===== config.mk =====
export PLATFORM = sky130hd
export DESIGN_NAME = reader_command_sequencer_tx
export DESIGN_NICKNAME = d
export VERILOG_FILES = /design/src/rtl/seq_pkg.sv /design/src/rtl/chk_if.sv /design/src/rtl/checksum_unit.sv /design/src/rtl/reader_command_sequencer_tx.sv
export SDC_FILE = /design/constraint.sdc
export NUM_CORES = 1
export LEC_CHECK = 0
export BUFFER_PORTS_ARGS = -buffer_cell sky130_fd_sc_hd__buf_4
export CAP_MARGIN = 40
export CORE_MARGIN = 1.5
export CORE_UTILIZATION = 45
export CTS_BUF_LIST = sky130_fd_sc_hd__clkbuf_4 sky130_fd_sc_hd__clkbuf_8
export DETAILED_ROUTE_END_ITERATION = 10
export GPL_TIMING_DRIVEN = 0
export SYNTH_ARGS = -nofsm -noshare
export SYNTH_HDL_FRONTEND = slang
export SYNTH_SLANG_ARGS = --single-unit

===== constraint.sdc =====
create_clock -name core_clk -period 4.4 [get_ports core_clk]
set_input_delay 0.22 -clock core_clk [delete_from_list [all_inputs] [get_ports core_clk]]
set_output_delay 0.22 -clock core_clk [all_outputs]
set_load 0.01 [all_outputs]

===== src/rtl/seq_pkg.sv =====
// Constants, field layouts and state types of the reader command sequencer.
package seq_pkg;

	// ****************************************
	// Command codes
	// ****************************************
	localparam logic [7:0] CMD_IDLE     = 8'h00;
	localparam logic [7:0] CMD_EE_FETCH = 8'h03;
	localparam logic [7:0] CMD_CFG_LOAD = 8'h07;
	localparam logic [7:0] CMD_CHKSUM   = 8'h12;
	localparam logic [7:0] CMD_TRANSMIT = 8'h1A;
	localparam logic [7:0] CMD_BOOT     = 8'h3F;

	// ****************************************
	// Register offsets; the page is address bits 5..3
	// ****************************************
	localparam logic [5:0] ADDR_STATUS     = 6'h00;
	localparam logic [5:0] ADDR_COMMAND    = 6'h01;
	localparam logic [5:0] ADDR_FIFO_DATA  = 6'h02;
	localparam logic [5:0] ADDR_FIFO_LEVEL = 6'h03;
	localparam logic [5:0] ADDR_FLAGS      = 6'h04;
	localparam logic [5:0] ADDR_CHK_LOW    = 6'h05;
	localparam logic [5:0] ADDR_CHK_HIGH   = 6'h06;
	localparam logic [5:0] ADDR_REDUND     = 6'h08;
	localparam logic [5:0] ADDR_BIT_PERIOD = 6'h09;
	localparam logic [2:0] PAGE_ZERO       = 3'h0;

	// ****************************************
	// Field positions and reset values
	// ****************************************
	localparam int         RED_TX_CHK_BIT  = 0;
	localparam int         RED_CRC8_BIT    = 1;
	localparam int         RED_LEGACY_BIT  = 2;
	localparam int         FLAG_CMD_DONE   = 0;
	localparam int         FLAG_TX_DONE    = 1;
	localparam logic [7:0] REDUND_RST      = 8'h00;
	localparam logic [7:0] BIT_PERIOD_RST  = 8'h07;

	// ****************************************
	// FIFO, EEPROM and framing
	// ****************************************
	localparam int         FIFO_AW       = 6;
	localparam int         FIFO_DEPTH    = 64;
	localparam logic [6:0] FIFO_FULL_LVL = 7'h40;
	localparam int         EE_AW         = 9;
	localparam logic [8:0] KEY_START     = 9'h080;
	localparam logic [8:0] BOOT_EE_ADDR  = 9'h010;
	localparam logic [7:0] CFG_LEN       = 8'h02;
	localparam logic [7:0] SOF_PATTERN   = 8'h1E;
	localparam logic [3:0] SOF_LEN       = 4'h8;
	localparam logic [7:0] EOF_PATTERN   = 8'h3C;
	localparam logic [3:0] EOF_LEN       = 4'h8;
	localparam logic [7:0] START_PATTERN = 8'h01;
	localparam logic [3:0] START_LEN     = 4'h1;
	localparam logic [3:0] BYTE_LEN      = 4'h8;

	// ****************************************
	// Check-sum coprocessor
	// ****************************************
	localparam logic [15:0] CRC16_PRESET = 16'hFFFF;
	localparam logic [15:0] CRC16_POLY   = 16'h8408;
	localparam logic [15:0] CRC8_PRESET  = 16'h00FF;
	localparam logic [15:0] CRC8_POLY    = 16'h00B8;

	// ****************************************
	// Modem phase codes and command states
	// ****************************************
	localparam logic [2:0] MODEM_IDLE  = 3'h0;
	localparam logic [2:0] MODEM_ARMED = 3'h1;
	localparam logic [2:0] MODEM_SOF   = 3'h2;
	localparam logic [2:0] MODEM_DATA  = 3'h3;
	localparam logic [2:0] MODEM_CHK   = 3'h4;
	localparam logic [2:0] MODEM_EOF   = 3'h5;

	typedef enum logic [5:0] {
		ST_IDLE  = 6'h01,
		ST_BOOT  = 6'h02,
		ST_FETCH = 6'h04,
		ST_CFG   = 6'h08,
		ST_CALC  = 6'h10,
		ST_TX    = 6'h20
	} seq_state_t;

endpackage


===== src/rtl/chk_if.sv =====
// Carrier between the command sequencer and its check-sum coprocessor.
`timescale 1ns/10ps
interface chk_if;
	logic        clear;
	logic        valid;
	logic        crc8;
	logic [7:0]  data;
	logic [15:0] result;

	modport seq  (output clear, output valid, output crc8, output data, input result);
	modport unit (input clear, input valid, input crc8, input data, output result);
endinterface


===== src/rtl/checksum_unit.sv =====
// Byte-wide check-sum coprocessor, eight or sixteen bit, one byte per clock.
`timescale 1ns/10ps
module checksum_unit
	import seq_pkg::*;
(
	// Clock and reset
	input wire logic core_clk,
	input wire logic rst,
	// Sequencer side
	chk_if.unit      chk
);

	logic [15:0] crc_ff;
	logic [15:0] nxt_crc;

	// Folds the byte in, least significant bit first.
	always_comb begin
		logic fb;
		fb = 1'b0;
		nxt_crc = crc_ff;
		for (int i = 0; i < 8; i++) begin
			fb = nxt_crc[0] ^ chk.data[i];
			nxt_crc = nxt_crc >> 1;
			if (fb) begin
				nxt_crc = nxt_crc ^ (chk.crc8 ? CRC8_POLY : CRC16_POLY);
			end
		end
	end

	// Holds the running value; clear presets it for the chosen width.
	always_ff @(posedge core_clk) begin
		if (rst) begin
			crc_ff <= CRC16_PRESET;
		end else if (chk.clear) begin
			crc_ff <= chk.crc8 ? CRC8_PRESET : CRC16_PRESET;
		end else if (chk.valid) begin
			crc_ff <= nxt_crc;
		end
	end

	assign chk.result = crc_ff;

endmodule // checksum_unit


===== src/rtl/reader_command_sequencer_tx.sv =====
// Command sequencer with FIFO, EEPROM commands, boot, idle and RF transmit.
// Operation
// - A command starts on a command write; the FIFO is never cleared then.
// - Fetch 03h takes address low, high, count; returns bytes, never key storage.
// - Config load 07h takes address low, high; loads registers from EEPROM.
// - Check-sum 12h folds FIFO bytes; result sits in low and high registers.
// - Boot 3Fh starts on supply power-up or reset pin fall, never by write.
// - Boot resets configuration bits, then loads registers from EEPROM.
// - Boot completion enters idle automatically.
// - During boot only page 0 reads are served.
// - A command write during boot neither stops nor replaces boot.
// - Idle 00h waits; a command ending by itself sets the done flag.
// - Writing idle stops any command but boot, without the done flag.
// - Cancelling by idle leaves FIFO contents untouched.
// - Transmit 1Ah moves FIFO bytes to the transmitter; host write starts it.
// - A frame preloaded in the FIFO goes out without further host help.
// - Transmit on empty FIFO arms and starts with the first byte.
// - Bytes written during transmit are appended; host keeps the stream fed.
// - Transmitter needing a byte with empty FIFO ends transmit, back to idle.
// - Transmission complete sets the transmit-done flag.
// - Another command written during transmit halts output next clock.
// - Standard frame: SOF, data, EOF; legacy: start pulse, data, no EOF.
// - With check-sum enable set, the check-sum is appended to the stream.
// - Last data bit start samples FIFO into accept-more; low ends the frame.
`timescale 1ns/10ps
module reader_command_sequencer_tx
	import seq_pkg::*;
(
	// Clock and reset
	input  wire logic             core_clk,
	input  wire logic             rst,
	// Register port
	input  wire logic [5:0]       reg_addr,
	input  wire logic [7:0]       reg_wdata,
	input  wire logic             reg_wr,
	input  wire logic             reg_rd,
	output logic      [7:0]       reg_rdata,
	// Power-up and reset events
	input  wire logic             digital_supply_pin,
	input  wire logic             analog_supply_pin,
	input  wire logic             reset_powerdown_pin,
	// EEPROM read port
	output logic      [EE_AW-1:0] ee_addr,
	output logic                  ee_rd,
	input  wire logic [7:0]       ee_rdata,
	// RF transmitter
	output logic                  tx_out,
	output logic                  tx_en
);

	// ****************************************
	// Declarations
	// ****************************************
	seq_state_t       state_ff;
	logic             dsup_prev_ff, asup_prev_ff, rpd_prev_ff;
	logic             boot_trig, boot_on, page0, bus_wr, host_cmd_wr, tx_start, cmd_known;
	logic [7:0]       fifo_mem [FIFO_DEPTH];
	logic [FIFO_AW-1:0] wr_ptr_ff, rd_ptr_ff;
	logic [6:0]       level_ff;
	logic             empty, full, fifo_avail, push, pop, host_push, host_pop, int_pop;
	logic [7:0]       fifo_head, push_data;
	logic [1:0]       arg_cnt_ff, args_need;
	logic             running, arg_pop, calc_pop, cmd_finish;
	logic [EE_AW-1:0] ee_addr_ff;
	logic [7:0]       ee_cnt_ff;
	logic             ee_rd_ff, ee_pend_ff, ee_issue, ee_push, cfg_fill;
	logic [7:0]       redund_ff, bit_period_ff;
	logic [1:0]       flags_ff;
	logic [7:0]       rdata_ff;
	logic [2:0]       phase_ff, nxt_phase;
	logic [7:0]       shift_ff, nxt_word;
	logic [3:0]       bits_ff, nxt_len;
	logic [7:0]       tick_ff;
	logic             accept_ff, chk_hi_ff, tx_out_ff, tx_en_ff;
	logic             tx_abort, tick_evt, tx_pop, tx_finish;

	chk_if chk_bus ();

	checksum_unit u_chk (
		.core_clk (core_clk),
		.rst      (rst),
		.chk      (chk_bus)
	);

	// ****************************************
	// Boot triggers and bus decode
	// ****************************************

	// Remembers the previous pin levels for edge detection.
	always_ff @(posedge core_clk) begin
		if (rst) begin
			dsup_prev_ff <= 1'b1;
			asup_prev_ff <= 1'b1;
			rpd_prev_ff  <= 1'b0;
		end else begin
			dsup_prev_ff <= digital_supply_pin;
			asup_prev_ff <= analog_supply_pin;
			rpd_prev_ff  <= reset_powerdown_pin;
		end
	end

	// Supply power-up or a falling reset pin restarts boot.
	assign boot_trig = (digital_supply_pin & ~dsup_prev_ff) | (analog_supply_pin & ~asup_prev_ff)
	                 | (~reset_powerdown_pin & rpd_prev_ff);
	assign boot_on     = (state_ff == ST_BOOT);
	assign page0       = (reg_addr[5:3] == PAGE_ZERO);
	assign bus_wr      = reg_wr & ~boot_on;
	assign host_cmd_wr = bus_wr & (reg_addr == ADDR_COMMAND);
	assign tx_start    = host_cmd_wr & (reg_wdata == CMD_TRANSMIT);
	assign cmd_known   = host_cmd_wr & (reg_wdata inside {CMD_IDLE, CMD_EE_FETCH, CMD_CFG_LOAD,
	                                                      CMD_CHKSUM, CMD_TRANSMIT});

	// ****************************************
	// FIFO, 64 bytes
	// ****************************************
	assign empty      = (level_ff == 7'h00);
	assign full       = (level_ff == FIFO_FULL_LVL);
	assign fifo_head  = fifo_mem[rd_ptr_ff];
	assign host_pop   = reg_rd & (reg_addr == ADDR_FIFO_DATA) & ~empty & (page0 | ~boot_on);
	assign fifo_avail = ~empty & ~host_pop;
	assign int_pop    = arg_pop | calc_pop | tx_pop;
	assign host_push  = bus_wr & (reg_addr == ADDR_FIFO_DATA) & ~full & ~ee_push;
	assign push       = host_push | ee_push;
	assign pop        = host_pop | int_pop;
	assign push_data  = ee_push ? ee_rdata : reg_wdata;

	// Stores pushed bytes.
	always_ff @(posedge core_clk) begin
		if (push) begin
			fifo_mem[wr_ptr_ff] <= push_data;
		end
	end

	// Pointers and level; no command start or cancel touches them.
	always_ff @(posedge core_clk) begin
		if (rst) begin
			wr_ptr_ff <= '0;
			rd_ptr_ff <= '0;
			level_ff  <= 7'h00;
		end else begin
			if (push) begin
				wr_ptr_ff <= wr_ptr_ff + 1'b1;
			end
			if (pop) begin
				rd_ptr_ff <= rd_ptr_ff + 1'b1;
			end
			level_ff <= level_ff + {6'h00, push} - {6'h00, pop};
		end
	end

	// ****************************************
	// Command state machine
	// ****************************************
	assign args_need  = (state_ff == ST_FETCH) ? 2'h3 : 2'h2;
	assign running    = boot_on | (((state_ff == ST_FETCH) | (state_ff == ST_CFG)) & (arg_cnt_ff == args_need));
	assign arg_pop    = ((state_ff == ST_FETCH) | (state_ff == ST_CFG)) & ~running & fifo_avail;
	assign calc_pop   = (state_ff == ST_CALC) & fifo_avail;
	assign ee_issue   = running & (ee_cnt_ff != 8'h00) & ~ee_rd_ff & ~ee_pend_ff & ~((state_ff == ST_FETCH) & full);
	assign ee_push    = ee_pend_ff & (state_ff == ST_FETCH) & (ee_addr_ff < KEY_START) & ~full;
	assign cfg_fill   = ee_pend_ff & ((state_ff == ST_CFG) | boot_on);
	assign cmd_finish = (running & (ee_cnt_ff == 8'h00) & ~ee_rd_ff & ~ee_pend_ff)
	                  | ((state_ff == ST_CALC) & empty) | tx_finish;

	// Steps commands; host writes decode, self-ending commands drop to idle.
	always_ff @(posedge core_clk) begin
		if (rst || boot_trig) begin
			state_ff   <= ST_BOOT;
			arg_cnt_ff <= 2'h0;
			ee_addr_ff <= BOOT_EE_ADDR;
			ee_cnt_ff  <= CFG_LEN;
			ee_rd_ff   <= 1'b0;
			ee_pend_ff <= 1'b0;
		end else if (cmd_known) begin
			arg_cnt_ff <= 2'h0;
			ee_cnt_ff  <= 8'h00;
			ee_rd_ff   <= 1'b0;
			ee_pend_ff <= 1'b0;
			case (reg_wdata)
				CMD_EE_FETCH: state_ff <= ST_FETCH;
				CMD_CFG_LOAD: state_ff <= ST_CFG;
				CMD_CHKSUM:   state_ff <= ST_CALC;
				CMD_TRANSMIT: state_ff <= ST_TX;
				default:      state_ff <= ST_IDLE;
			endcase
		end else if (cmd_finish) begin
			state_ff <= ST_IDLE;
		end else begin
			ee_rd_ff   <= ee_issue;
			ee_pend_ff <= ee_rd_ff;
			if (arg_pop) begin
				arg_cnt_ff <= arg_cnt_ff + 2'h1;
				case (arg_cnt_ff)
					2'h0: ee_addr_ff[7:0] <= fifo_head;
					2'h1: begin
						ee_addr_ff[8] <= fifo_head[0];
						ee_cnt_ff     <= CFG_LEN;
					end
					default: ee_cnt_ff <= fifo_head;
				endcase
			end
			if (ee_pend_ff) begin
				ee_addr_ff <= ee_addr_ff + 1'b1;
				ee_cnt_ff  <= ee_cnt_ff - 8'h01;
			end
		end
	end

	assign ee_addr = ee_addr_ff;
	assign ee_rd   = ee_rd_ff;

	// ****************************************
	// Configuration registers and flags
	// ****************************************

	// Boot entry resets configuration; EEPROM loads and host writes follow.
	always_ff @(posedge core_clk) begin
		if (rst || boot_trig) begin
			redund_ff     <= REDUND_RST;
			bit_period_ff <= BIT_PERIOD_RST;
		end else if (cfg_fill) begin
			if (ee_cnt_ff == CFG_LEN) begin
				redund_ff <= ee_rdata;
			end else begin
				bit_period_ff <= ee_rdata;
			end
		end else if (bus_wr && reg_addr == ADDR_REDUND) begin
			redund_ff <= reg_wdata;
		end else if (bus_wr && reg_addr == ADDR_BIT_PERIOD) begin
			bit_period_ff <= reg_wdata;
		end
	end

	// Sticky flags, write one to clear; a new event wins over the clear.
	always_ff @(posedge core_clk) begin
		if (rst) begin
			flags_ff <= 2'b00;
		end else begin
			flags_ff[FLAG_CMD_DONE] <= (flags_ff[FLAG_CMD_DONE] & ~(bus_wr & (reg_addr == ADDR_FLAGS)
			                           & reg_wdata[FLAG_CMD_DONE])) | (cmd_finish & ~host_cmd_wr & ~boot_trig);
			flags_ff[FLAG_TX_DONE]  <= (flags_ff[FLAG_TX_DONE] & ~(bus_wr & (reg_addr == ADDR_FLAGS)
			                           & reg_wdata[FLAG_TX_DONE])) | tx_finish;
		end
	end

	// Read data for the cycle after a read strobe; boot hides other pages.
	always_ff @(posedge core_clk) begin
		if (rst || !reg_rd || (boot_on && !page0)) begin
			rdata_ff <= 8'h00;
		end else begin
			case (reg_addr)
				ADDR_STATUS:     rdata_ff <= {1'b0, accept_ff, boot_on, full, empty, phase_ff};
				ADDR_COMMAND:    rdata_ff <= boot_on ? CMD_BOOT : (state_ff == ST_FETCH) ? CMD_EE_FETCH :
				                             (state_ff == ST_CFG) ? CMD_CFG_LOAD : (state_ff == ST_CALC) ? CMD_CHKSUM :
				                             (state_ff == ST_TX) ? CMD_TRANSMIT : CMD_IDLE;
				ADDR_FIFO_DATA:  rdata_ff <= empty ? 8'h00 : fifo_head;
				ADDR_FIFO_LEVEL: rdata_ff <= {1'b0, level_ff};
				ADDR_FLAGS:      rdata_ff <= {6'h00, flags_ff};
				ADDR_CHK_LOW:    rdata_ff <= chk_bus.result[7:0];
				ADDR_CHK_HIGH:   rdata_ff <= chk_bus.result[15:8];
				ADDR_REDUND:     rdata_ff <= redund_ff;
				ADDR_BIT_PERIOD: rdata_ff <= bit_period_ff;
				default:         rdata_ff <= 8'h00;
			endcase
		end
	end

	assign reg_rdata = rdata_ff;

	// Check-sum feed from the calculate command or the transmitter.
	assign chk_bus.clear = host_cmd_wr & ((reg_wdata == CMD_CHKSUM) | (reg_wdata == CMD_TRANSMIT));
	assign chk_bus.valid = calc_pop | tx_pop;
	assign chk_bus.data  = fifo_head;
	assign chk_bus.crc8  = redund_ff[RED_CRC8_BIT];

	// ****************************************
	// Transmitter
	// ****************************************
	assign tx_abort = cmd_known | boot_trig | (state_ff != ST_TX);
	assign tick_evt = (phase_ff != MODEM_IDLE) & (phase_ff != MODEM_ARMED) & (tick_ff == 8'h00);

	// Picks the next word once the current one has gone out.
	always_comb begin
		nxt_phase = phase_ff;
		nxt_word  = 8'h00;
		nxt_len   = 4'h0;
		tx_pop    = 1'b0;
		tx_finish = 1'b0;
		if (tick_evt && bits_ff == 4'h0) begin
			case (phase_ff)
				MODEM_SOF, MODEM_DATA: begin
					if ((phase_ff == MODEM_SOF || accept_ff) && fifo_avail) begin
						nxt_phase = MODEM_DATA;
						nxt_word  = fifo_head;
						nxt_len   = BYTE_LEN;
						tx_pop    = 1'b1;
					end else if (redund_ff[RED_TX_CHK_BIT]) begin
						nxt_phase = MODEM_CHK;
						nxt_word  = chk_bus.result[7:0];
						nxt_len   = BYTE_LEN;
					end else if (redund_ff[RED_LEGACY_BIT]) begin
						tx_finish = 1'b1;
					end else begin
						nxt_phase = MODEM_EOF;
						nxt_word  = EOF_PATTERN;
						nxt_len   = EOF_LEN;
					end
				end
				MODEM_CHK: begin
					if (!redund_ff[RED_CRC8_BIT] && !chk_hi_ff) begin
						nxt_word = chk_bus.result[15:8];
						nxt_len  = BYTE_LEN;
					end else if (redund_ff[RED_LEGACY_BIT]) begin
						tx_finish = 1'b1;
					end else begin
						nxt_phase = MODEM_EOF;
						nxt_word  = EOF_PATTERN;
						nxt_len   = EOF_LEN;
					end
				end
				MODEM_EOF: tx_finish = 1'b1;
				default:   tx_finish = 1'b0;
			endcase
		end
	end

	// Serialises frames least significant bit first, one bit per period.
	always_ff @(posedge core_clk) begin
		if (rst || tx_abort) begin
			phase_ff  <= (tx_start && !rst) ? MODEM_ARMED : MODEM_IDLE;
			shift_ff  <= 8'h00;
			bits_ff   <= 4'h0;
			tick_ff   <= 8'h00;
			accept_ff <= 1'b0;
			chk_hi_ff <= 1'b0;
			tx_out_ff <= 1'b0;
			tx_en_ff  <= 1'b0;
		end else if (phase_ff == MODEM_ARMED) begin
			if (!empty) begin
				phase_ff <= MODEM_SOF;
				shift_ff <= redund_ff[RED_LEGACY_BIT] ? START_PATTERN : SOF_PATTERN;
				bits_ff  <= redund_ff[RED_LEGACY_BIT] ? START_LEN : SOF_LEN;
				tick_ff  <= 8'h00;
				tx_en_ff <= 1'b1;
			end
		end else if (tick_evt) begin
			tick_ff <= bit_period_ff;
			if (bits_ff != 4'h0) begin
				tx_out_ff <= shift_ff[0];
				shift_ff  <= shift_ff >> 1;
				bits_ff   <= bits_ff - 4'h1;
				if (phase_ff == MODEM_DATA && bits_ff == 4'h1) begin
					accept_ff <= ~empty;
				end
			end else if (tx_finish) begin
				phase_ff  <= MODEM_IDLE;
				tx_out_ff <= 1'b0;
				tx_en_ff  <= 1'b0;
			end else begin
				phase_ff  <= nxt_phase;
				tx_out_ff <= nxt_word[0];
				shift_ff  <= nxt_word >> 1;
				bits_ff   <= nxt_len - 4'h1;
				if (phase_ff == MODEM_CHK) begin
					chk_hi_ff <= 1'b1;
				end
			end
		end else if (tick_ff != 8'h00) begin
			tick_ff <= tick_ff - 8'h01;
		end
	end

	assign tx_out = tx_out_ff;
	assign tx_en  = tx_en_ff;

endmodule // reader_command_sequencer_tx


==> flow_metrics.py, run 1 <==
metrics = {
    "status": {
        "status": "finished clean",
    },
    "placed_design": {
        "dpl_cell_area_sq_um": 30100,
        "place_ws_ns": -0.537,
        "dp_hpwl_mm": 61.5,
        "io_buffers": 47,
        "gp_congestion": 0.949,
    },
    "die": {
        "core-area_sq_um": 61700,
        "initial_core_util": 0.455,
        "die_w_um": 253,
        "pin_count": 49,
        "fp.dieH_um": 253,
        "die-area_sq_um": 64000,
        "placementRows": 91,
    },
    "layout": {
        "multiInputGateArea_sq_um": 9500,
        "seq_area_sq_um": 17900,
        "syn_to_final_growth_pct": 16.0,
        "diodes": 0,
        "num-fill-cells": 5218,
        "drive_gt1_frac": 0.217,
        "final_area_sq_um": 32600,
        "final_nets": 2234,
    },
    "route": {
        "wl_per_cell_um": 28.3,
        "routed-via-count": 18600,
        "firstDrtPassIters": 6,
        "drc": 0,
        "wl_mm": 87.8,
        "first_iter_violations": 2180,
        "vias_per_cell": 6.00,
        "ant_nets": 0,
    },
    "worst_setup_path": {
        "arrival_ns": 4.96,
        "worst_setup_path_start_kind": "flip-flop",
        "worst-path-max-fanout": 10,
        "required_ns": 5.02,
        "crit_type": "reg -> reg",
        "r2r_slack_ns": 0.06,
        "end_kind": "flip-flop",
    },
    "clocking": {
        "insertion_delay_ns": 0.73,
        "cts_tree": "built",
        "clock_sinks": 635,
        "cts_buffer_depth": 3,
        "cts-root-buf": "clkbuf_8",
        "h-tree-depth": 3,
        "cts_buffers": 103,
        "path_clk_slew_ns": 0.06,
    },
    "global_routing": {
        "grt_pass1_wl_mm": 126,
        "grt_overflow_total": 0,
        "antenna_found_initial": 2,
        "grt_usage": 0.277,
        "grt_pass1_vias": 17600,
        "grt_max_degree": 49,
    },
    "timing": {
        "slew_violations": 0,
        "period_share": 0.987,
        "fin_setup_tns_ns": 0,
        "rsz0062_at_grt": "true",
        "setup_viol": 0,
        "fin_crit_ns": 4.34,
        "worst_pin_slew_ns": 1.11,
        "final.setup.worst_slack_ns": 0.0587,
        "finalHoldViolCount": 0,
        "fin_skew_ns": 0.0484,
        "slew_headroom": 0.257,
        "max_freq_mhz": 230,
    },
    "yosys": {
        "yosysTopAreaCell": "edfxtp_1",
        "synth_top_area_share": 0.550,
        "synthArstFlopShare": 0,
        "synth.distinct_cells": 99,
        "ys_ff_latch": 635,
        "seq_area_frac_synth": 0.636,
        "syn_area_sq_um": 28100,
        "yosysWarnings": 0,
        "synthTopCellsByArea": "edfxtp_1, dfxtp_1, mux4_2",
        "yosys-top-cells-count": "edfxtp_1, nor2_1, nand2_1, dfxtp_1, mux4_2",
        "synthFlopType": "edfxtp_1",
        "syn-num-nets": 1990,
        "synth_edf_count": 515,
        "postSynthAreaPerCell_sq_um": 14.5,
        "synthCells": 1937,
        "yosysMostFrequentCell": "edfxtp_1",
    },
    "power_and_ir_drop": {
        "vdd_drop_max_mv": 0.357,
        "p_per_area_nw_per_um2": 369,
        "leakagePower_nw": 10.9,
    },
    "hold_path": {
        "hp-class": "in -> reg",
    },
    "job": {
        "max_cap_viol_count": 0,
    },
}
[timing repair]
item | in CTS | in global routing
pin swaps | 0 | 1
resized for setup | 14 | 29
endpoints found under the hold margin | 28 | 0
setup endpoints to repair | 21 | 12
hold buffers | 23 | 0
setup buffers | 1 | 2
[flip-flops by register name, summed over array words and instances (netlist names), 2 cells and up, named ones only]
name and cells:
arg_cnt_ff 2, bit_period_ff 8, bits_ff 4, ee_addr 9
ee_cnt_ff 8, fifo_mem 512, flags_ff 2, level_ff 7
phase_ff 3, rd_ptr_ff 6, redund_ff 8, reg_rdata 8
shift_ff 7, state_ff 6, tick_ff 8, u_chk.chk.result 16
wr_ptr_ff 6
[worst max-delay path, stage by stage (launching register included)]
cell      delay, ns
dfxtp_1        0.32
buf_6          0.23
buf_12         0.22
buf_12         0.20
buf_12         0.18
buf_8          0.21
mux4_2         0.34
mux2i_1        0.52
a221oi_1       0.20
mux2i_2        0.29
buf_4          0.22
xnor3_1        0.36
xnor3_1        0.31
nand2_1        0.09
xnor3_1        0.39
o211ai_1       0.15
[power breakdown]
group | internal, W | switching, W
Sequential | 0.00650 | 0.0000157
Clock | 0.00276 | 0.00243
Combinational | 0.000110 | 0.000226
[per-layer routing]
metal  share of wire  GRT usage
met1            0.41      0.379
met2            0.46      0.432
met3           0.082     0.0526
met4           0.046      0.120
met5               0          0
[final timing paths]
kind | from | endpoint | cells after the start
max reg2reg | flip-flop | u_chk.chk.result[4] | 15
min reg2reg | shift_ff[0] | shift_ff[0] | 2
max | flip-flop | u_chk.chk.result[4] | 15
min | reg_addr[3] | reg_rdata[2] | 5
[metrics by stage]
| step | utilization | hold slack, ns | power (W) | cells |
|---|---|---|---|---|
| after floorplan | - | 0.327 | 0.00680 | 1937 |
| after global placement | 0.478 | 0.420 | 0.00693 | 2821 |
| after detailed placement | 0.488 | 0.424 | 0.00695 | 2886 |
| after CTS | 0.526 | 0.0715 | 0.0121 | 3096 |
| after global routing | 0.529 | 0.108 | 0.0124 | 3100 |
| final | 0.529 | 0.156 | 0.0120 | 3100 |
[layout make-up]
| class | count | share of cell area |
|---|---|---|
| clock buffer | 134 | 0.0517 |
| multi-input combinational | 1155 | 0.291 |
| buffer | 103 | 0.0219 |
| inverter | 40 | 0.00460 |
| tap | 837 | 0.0321 |
| sequential | 635 | 0.548 |
| timing repair buffer | 143 | 0.0389 |
| clock inverter | 53 | 0.0118 |
[kinds of logic after synthesis]
logic type	after synthesis	synth area share
adders and majority gates	24	0.0110
xor gates and xnor gates	57	0.0242
AOI/OAI and AO/OA	307	0.0742
muxes	210	0.132
buffers and inverters	147	0.0291
and+or+nand+nor	557	0.0938
DFF	635	0.636
[layout by cell type, fill, tap and decap left out, drive strengths merged, types with 9 or more instances in the layout]
cell | Yosys | routed
nor4 | 9 | 9
and2 | 9 | 9
o22ai | 12 | 12
nor3 | 27 | 27
o21ai | 53 | 53
nand3 | 38 | 38
nand2b | 12 | 12
a211oi | 13 | 13
a221oi | 11 | 11
a22oi | 32 | 32
or3 | 14 | 14
nor2 | 223 | 223
mux4 | 119 | 119
xnor2 | 32 | 32
xor2 | 17 | 17
and3 | 11 | 11
mux2 | 17 | 17
inv | 40 | 42
edfxtp | 515 | 515
ha | 23 | 23
nand3b | 12 | 12
dfxtp | 120 | 120
mux2i | 74 | 74
a22o | 9 | 9
nor2b | 25 | 25
nand4 | 15 | 15
buf | 53 | 171
o211ai | 15 | 15
clkbuf | 54 | 186
clkinv | 0 | 45
dlygate4sd3 | 0 | 23
a21oi | 95 | 95
nand2 | 128 | 128
Note: power is estimated with default switching activity, not from simulation.
==> run 2, diff against run 1 <==
- CELL_PAD_IN_SITES_DETAIL_PLACEMENT: default -> 0
- CELL_PAD_IN_SITES_GLOBAL_PLACEMENT: default -> 1
- PLACE_DENSITY_LB_ADDON: default -> 0.1
==> flow_metrics.py, run 2 (synthesized netlist as in run 1, its figures left out) <==
metrics = {
    "status": {
        "status": "finished clean",
    },
    "worst_setup_path": {
        "reg2reg_to": "u_chk.chk.result[3]",
        "end_kind": "flip-flop",
        "r2r_slack_ns": 0.09,
        "worst-path-max-fanout": 10,
        "reg2reg_depth": 16,
        "worst_setup_path_start_kind": "flip-flop",
        "required_ns": 4.98,
        "arrival_ns": 4.89,
        "crit_type": "reg -> reg",
    },
    "power_and_ir_drop": {
        "p_per_area_nw_per_um2": 377,
        "vdd_drop_max_mv": 0.309,
        "leakagePower_nw": 11.0,
    },
    "job": {
        "max_cap_viol_count": 0,
    },
    "route": {
        "first_iter_violations": 1753,
        "routed-via-count": 18200,
        "drc": 0,
        "wl_per_cell_um": 28.1,
        "ant_nets": 0,
        "vias_per_cell": 5.87,
        "wl_mm": 87.2,
        "firstDrtPassIters": 7,
    },
    "layout": {
        "largest-register": "fifo_mem",
        "largest_reg_flops": 512,
        "drive_gt1_frac": 0.219,
        "final_common_cell": "edfxtp_1",
        "mostFrequentLayoutCells": "edfxtp_1, nor2_1, nand2_1",
        "num-fill-cells": 5206,
        "final_nets": 2236,
        "stdcell_count": 3106,
        "syn_to_final_growth_pct": 16.7,
        "final_util": 0.531,
        "seq_area_sq_um": 17900,
        "final_area_sq_um": 32800,
        "multiInputGateArea_sq_um": 9520,
    },
    "global_routing": {
        "grt_usage": 0.278,
        "grt_pass1_vias": 18100,
        "grt_pass1_wl_mm": 126,
        "grt_most_used_layer": "met2",
        "antenna_found_initial": 2,
        "met3_usage": 0.0527,
        "met1_usage": 0.368,
        "grt_max_degree": 49,
        "grt_overflow_total": 0,
        "use_met2": 0.448,
    },
    "clocking": {
        "cts_buffer_depth": 3,
        "h-tree-depth": 3,
        "cts-root-buf": "clkbuf_8",
        "clock_sinks": 635,
        "insertion_delay_ns": 0.76,
        "cts_tree": "built",
        "cts_buffers": 106,
        "path_clk_slew_ns": 0.06,
    },
    "placed_design": {
        "dp_hpwl_mm": 61.6,
        "io_buffers": 47,
        "dpl_cell_area_sq_um": 30200,
        "place_ws_ns": -0.726,
        "dp_cells": 2887,
        "gp_congestion": 0.914,
    },
    "timing": {
        "max_freq_mhz": 232,
        "finalHoldViolCount": 0,
        "slew_headroom": 0.390,
        "rsz0062_at_grt": "false",
        "period_share": 0.981,
        "fin_skew_ns": 0.0482,
        "final.setup.worst_slack_ns": 0.0852,
        "fin_crit_ns": 4.31,
        "slew_violations": 0,
        "setup_viol": 0,
        "worst_pin_slew_ns": 0.913,
        "holdWs_ns": 0.0481,
    },
    "hold_path": {
        "hold_path_end": "bit_period_ff[3]",
        "hold_path_startpoint": "ee_rdata[3]",
        "hp-class": "in -> reg",
        "min_path_cells": 5,
    },
    "die": {
        "die-area_sq_um": 64000,
        "fp.dieH_um": 253,
        "placementRows": 91,
        "pin_count": 49,
        "die_w_um": 253,
        "core-area_sq_um": 61700,
        "initial_core_util": 0.455,
    },
}
==> run 2: cell types whose count changed in the layout (fill, tap and decap cells not counted), sizes merged, moves of 2 or more <==
cell,delta
clkinv,-11
inv,+4
bufinv,+3
diode,+2
clkinvlp,-2
clkbuf,+11
==> run 2: stage by stage <==
step	setup TNS, ns	power, W
floorplan	0	0.00680
finish	0	0.0124
global route	0	0.0127
global placement	-6.93	0.00693
CTS	0	0.0125
detailed placement	-4.21	0.00696
==> run 2: final cells by class <==
| cell class | instances | area share |
|---|---|---|
| Clock inverter | 47 | 0.0132 |
| Inverter | 40 | 0.00458 |
| Antenna cell | 2 | 0.000153 |
| Multi-Input combinational cell | 1155 | 0.290 |
| Tap cell | 837 | 0.0319 |
| Timing Repair Buffer | 142 | 0.0393 |
| Sequential cell | 635 | 0.545 |
| Buffer | 103 | 0.0214 |
| Clock buffer | 145 | 0.0544 |
==> run 2: critical path, cell delays in order, from the launching register on <==
cell	delay [ns]
dfxtp_1	0.32
buf_6	0.22
buf_12	0.19
buf_6	0.24
buf_4	0.28
buf_6	0.25
buf_6	0.27
mux4_2	0.37
mux2i_2	0.33
nand2_1	0.18
a311o_1	0.39
nand4_2	0.20
xnor3_1	0.34
nor2_1	0.12
xnor2_1	0.15
xnor2_1	0.15
o211ai_1	0.10
==> run 2: repair_timing <==
action / in CTS / in global routing
endpoints found under the hold margin: 22 / 0
gates resized for setup: 22 / 16
hold buffers: 23 / 0
endpoints found under the setup margin: 16 / 25
pin swaps: 0 / 3
buffers inserted: 0 / 4
==> run 2: routing by layer <==
metal	routed length (um)	part of all wire
met5	0	0
met4	4050	0.046
met3	5630	0.065
met2	41100	0.47
met1	36400	0.42
==> run 2: worst max path at each step <==
stage / to / from / depth (start not counted)
CTS: u_chk.chk.result[3] / flip-flop / 16
floorplan: level_ff[6] / tick_ff[0] / 23
global route: u_chk.chk.result[3] / flip-flop / 14
finish: u_chk.chk.result[3] / flip-flop / 16
global placement: level_ff[6] / tick_ff[0] / 23
detailed placement: level_ff[6] / tick_ff[0] / 23
==> run 2: power by group <==
part	switching (W)	leakage, nW	internal [W]	total [W]
logic	0.000226	4.22	0.000111	0.000337
registers	0.0000145	5.61	0.00650	0.00651
clock network	0.00246	1.17	0.00305	0.00552
total	0.00270	11.0	0.00966	0.0124
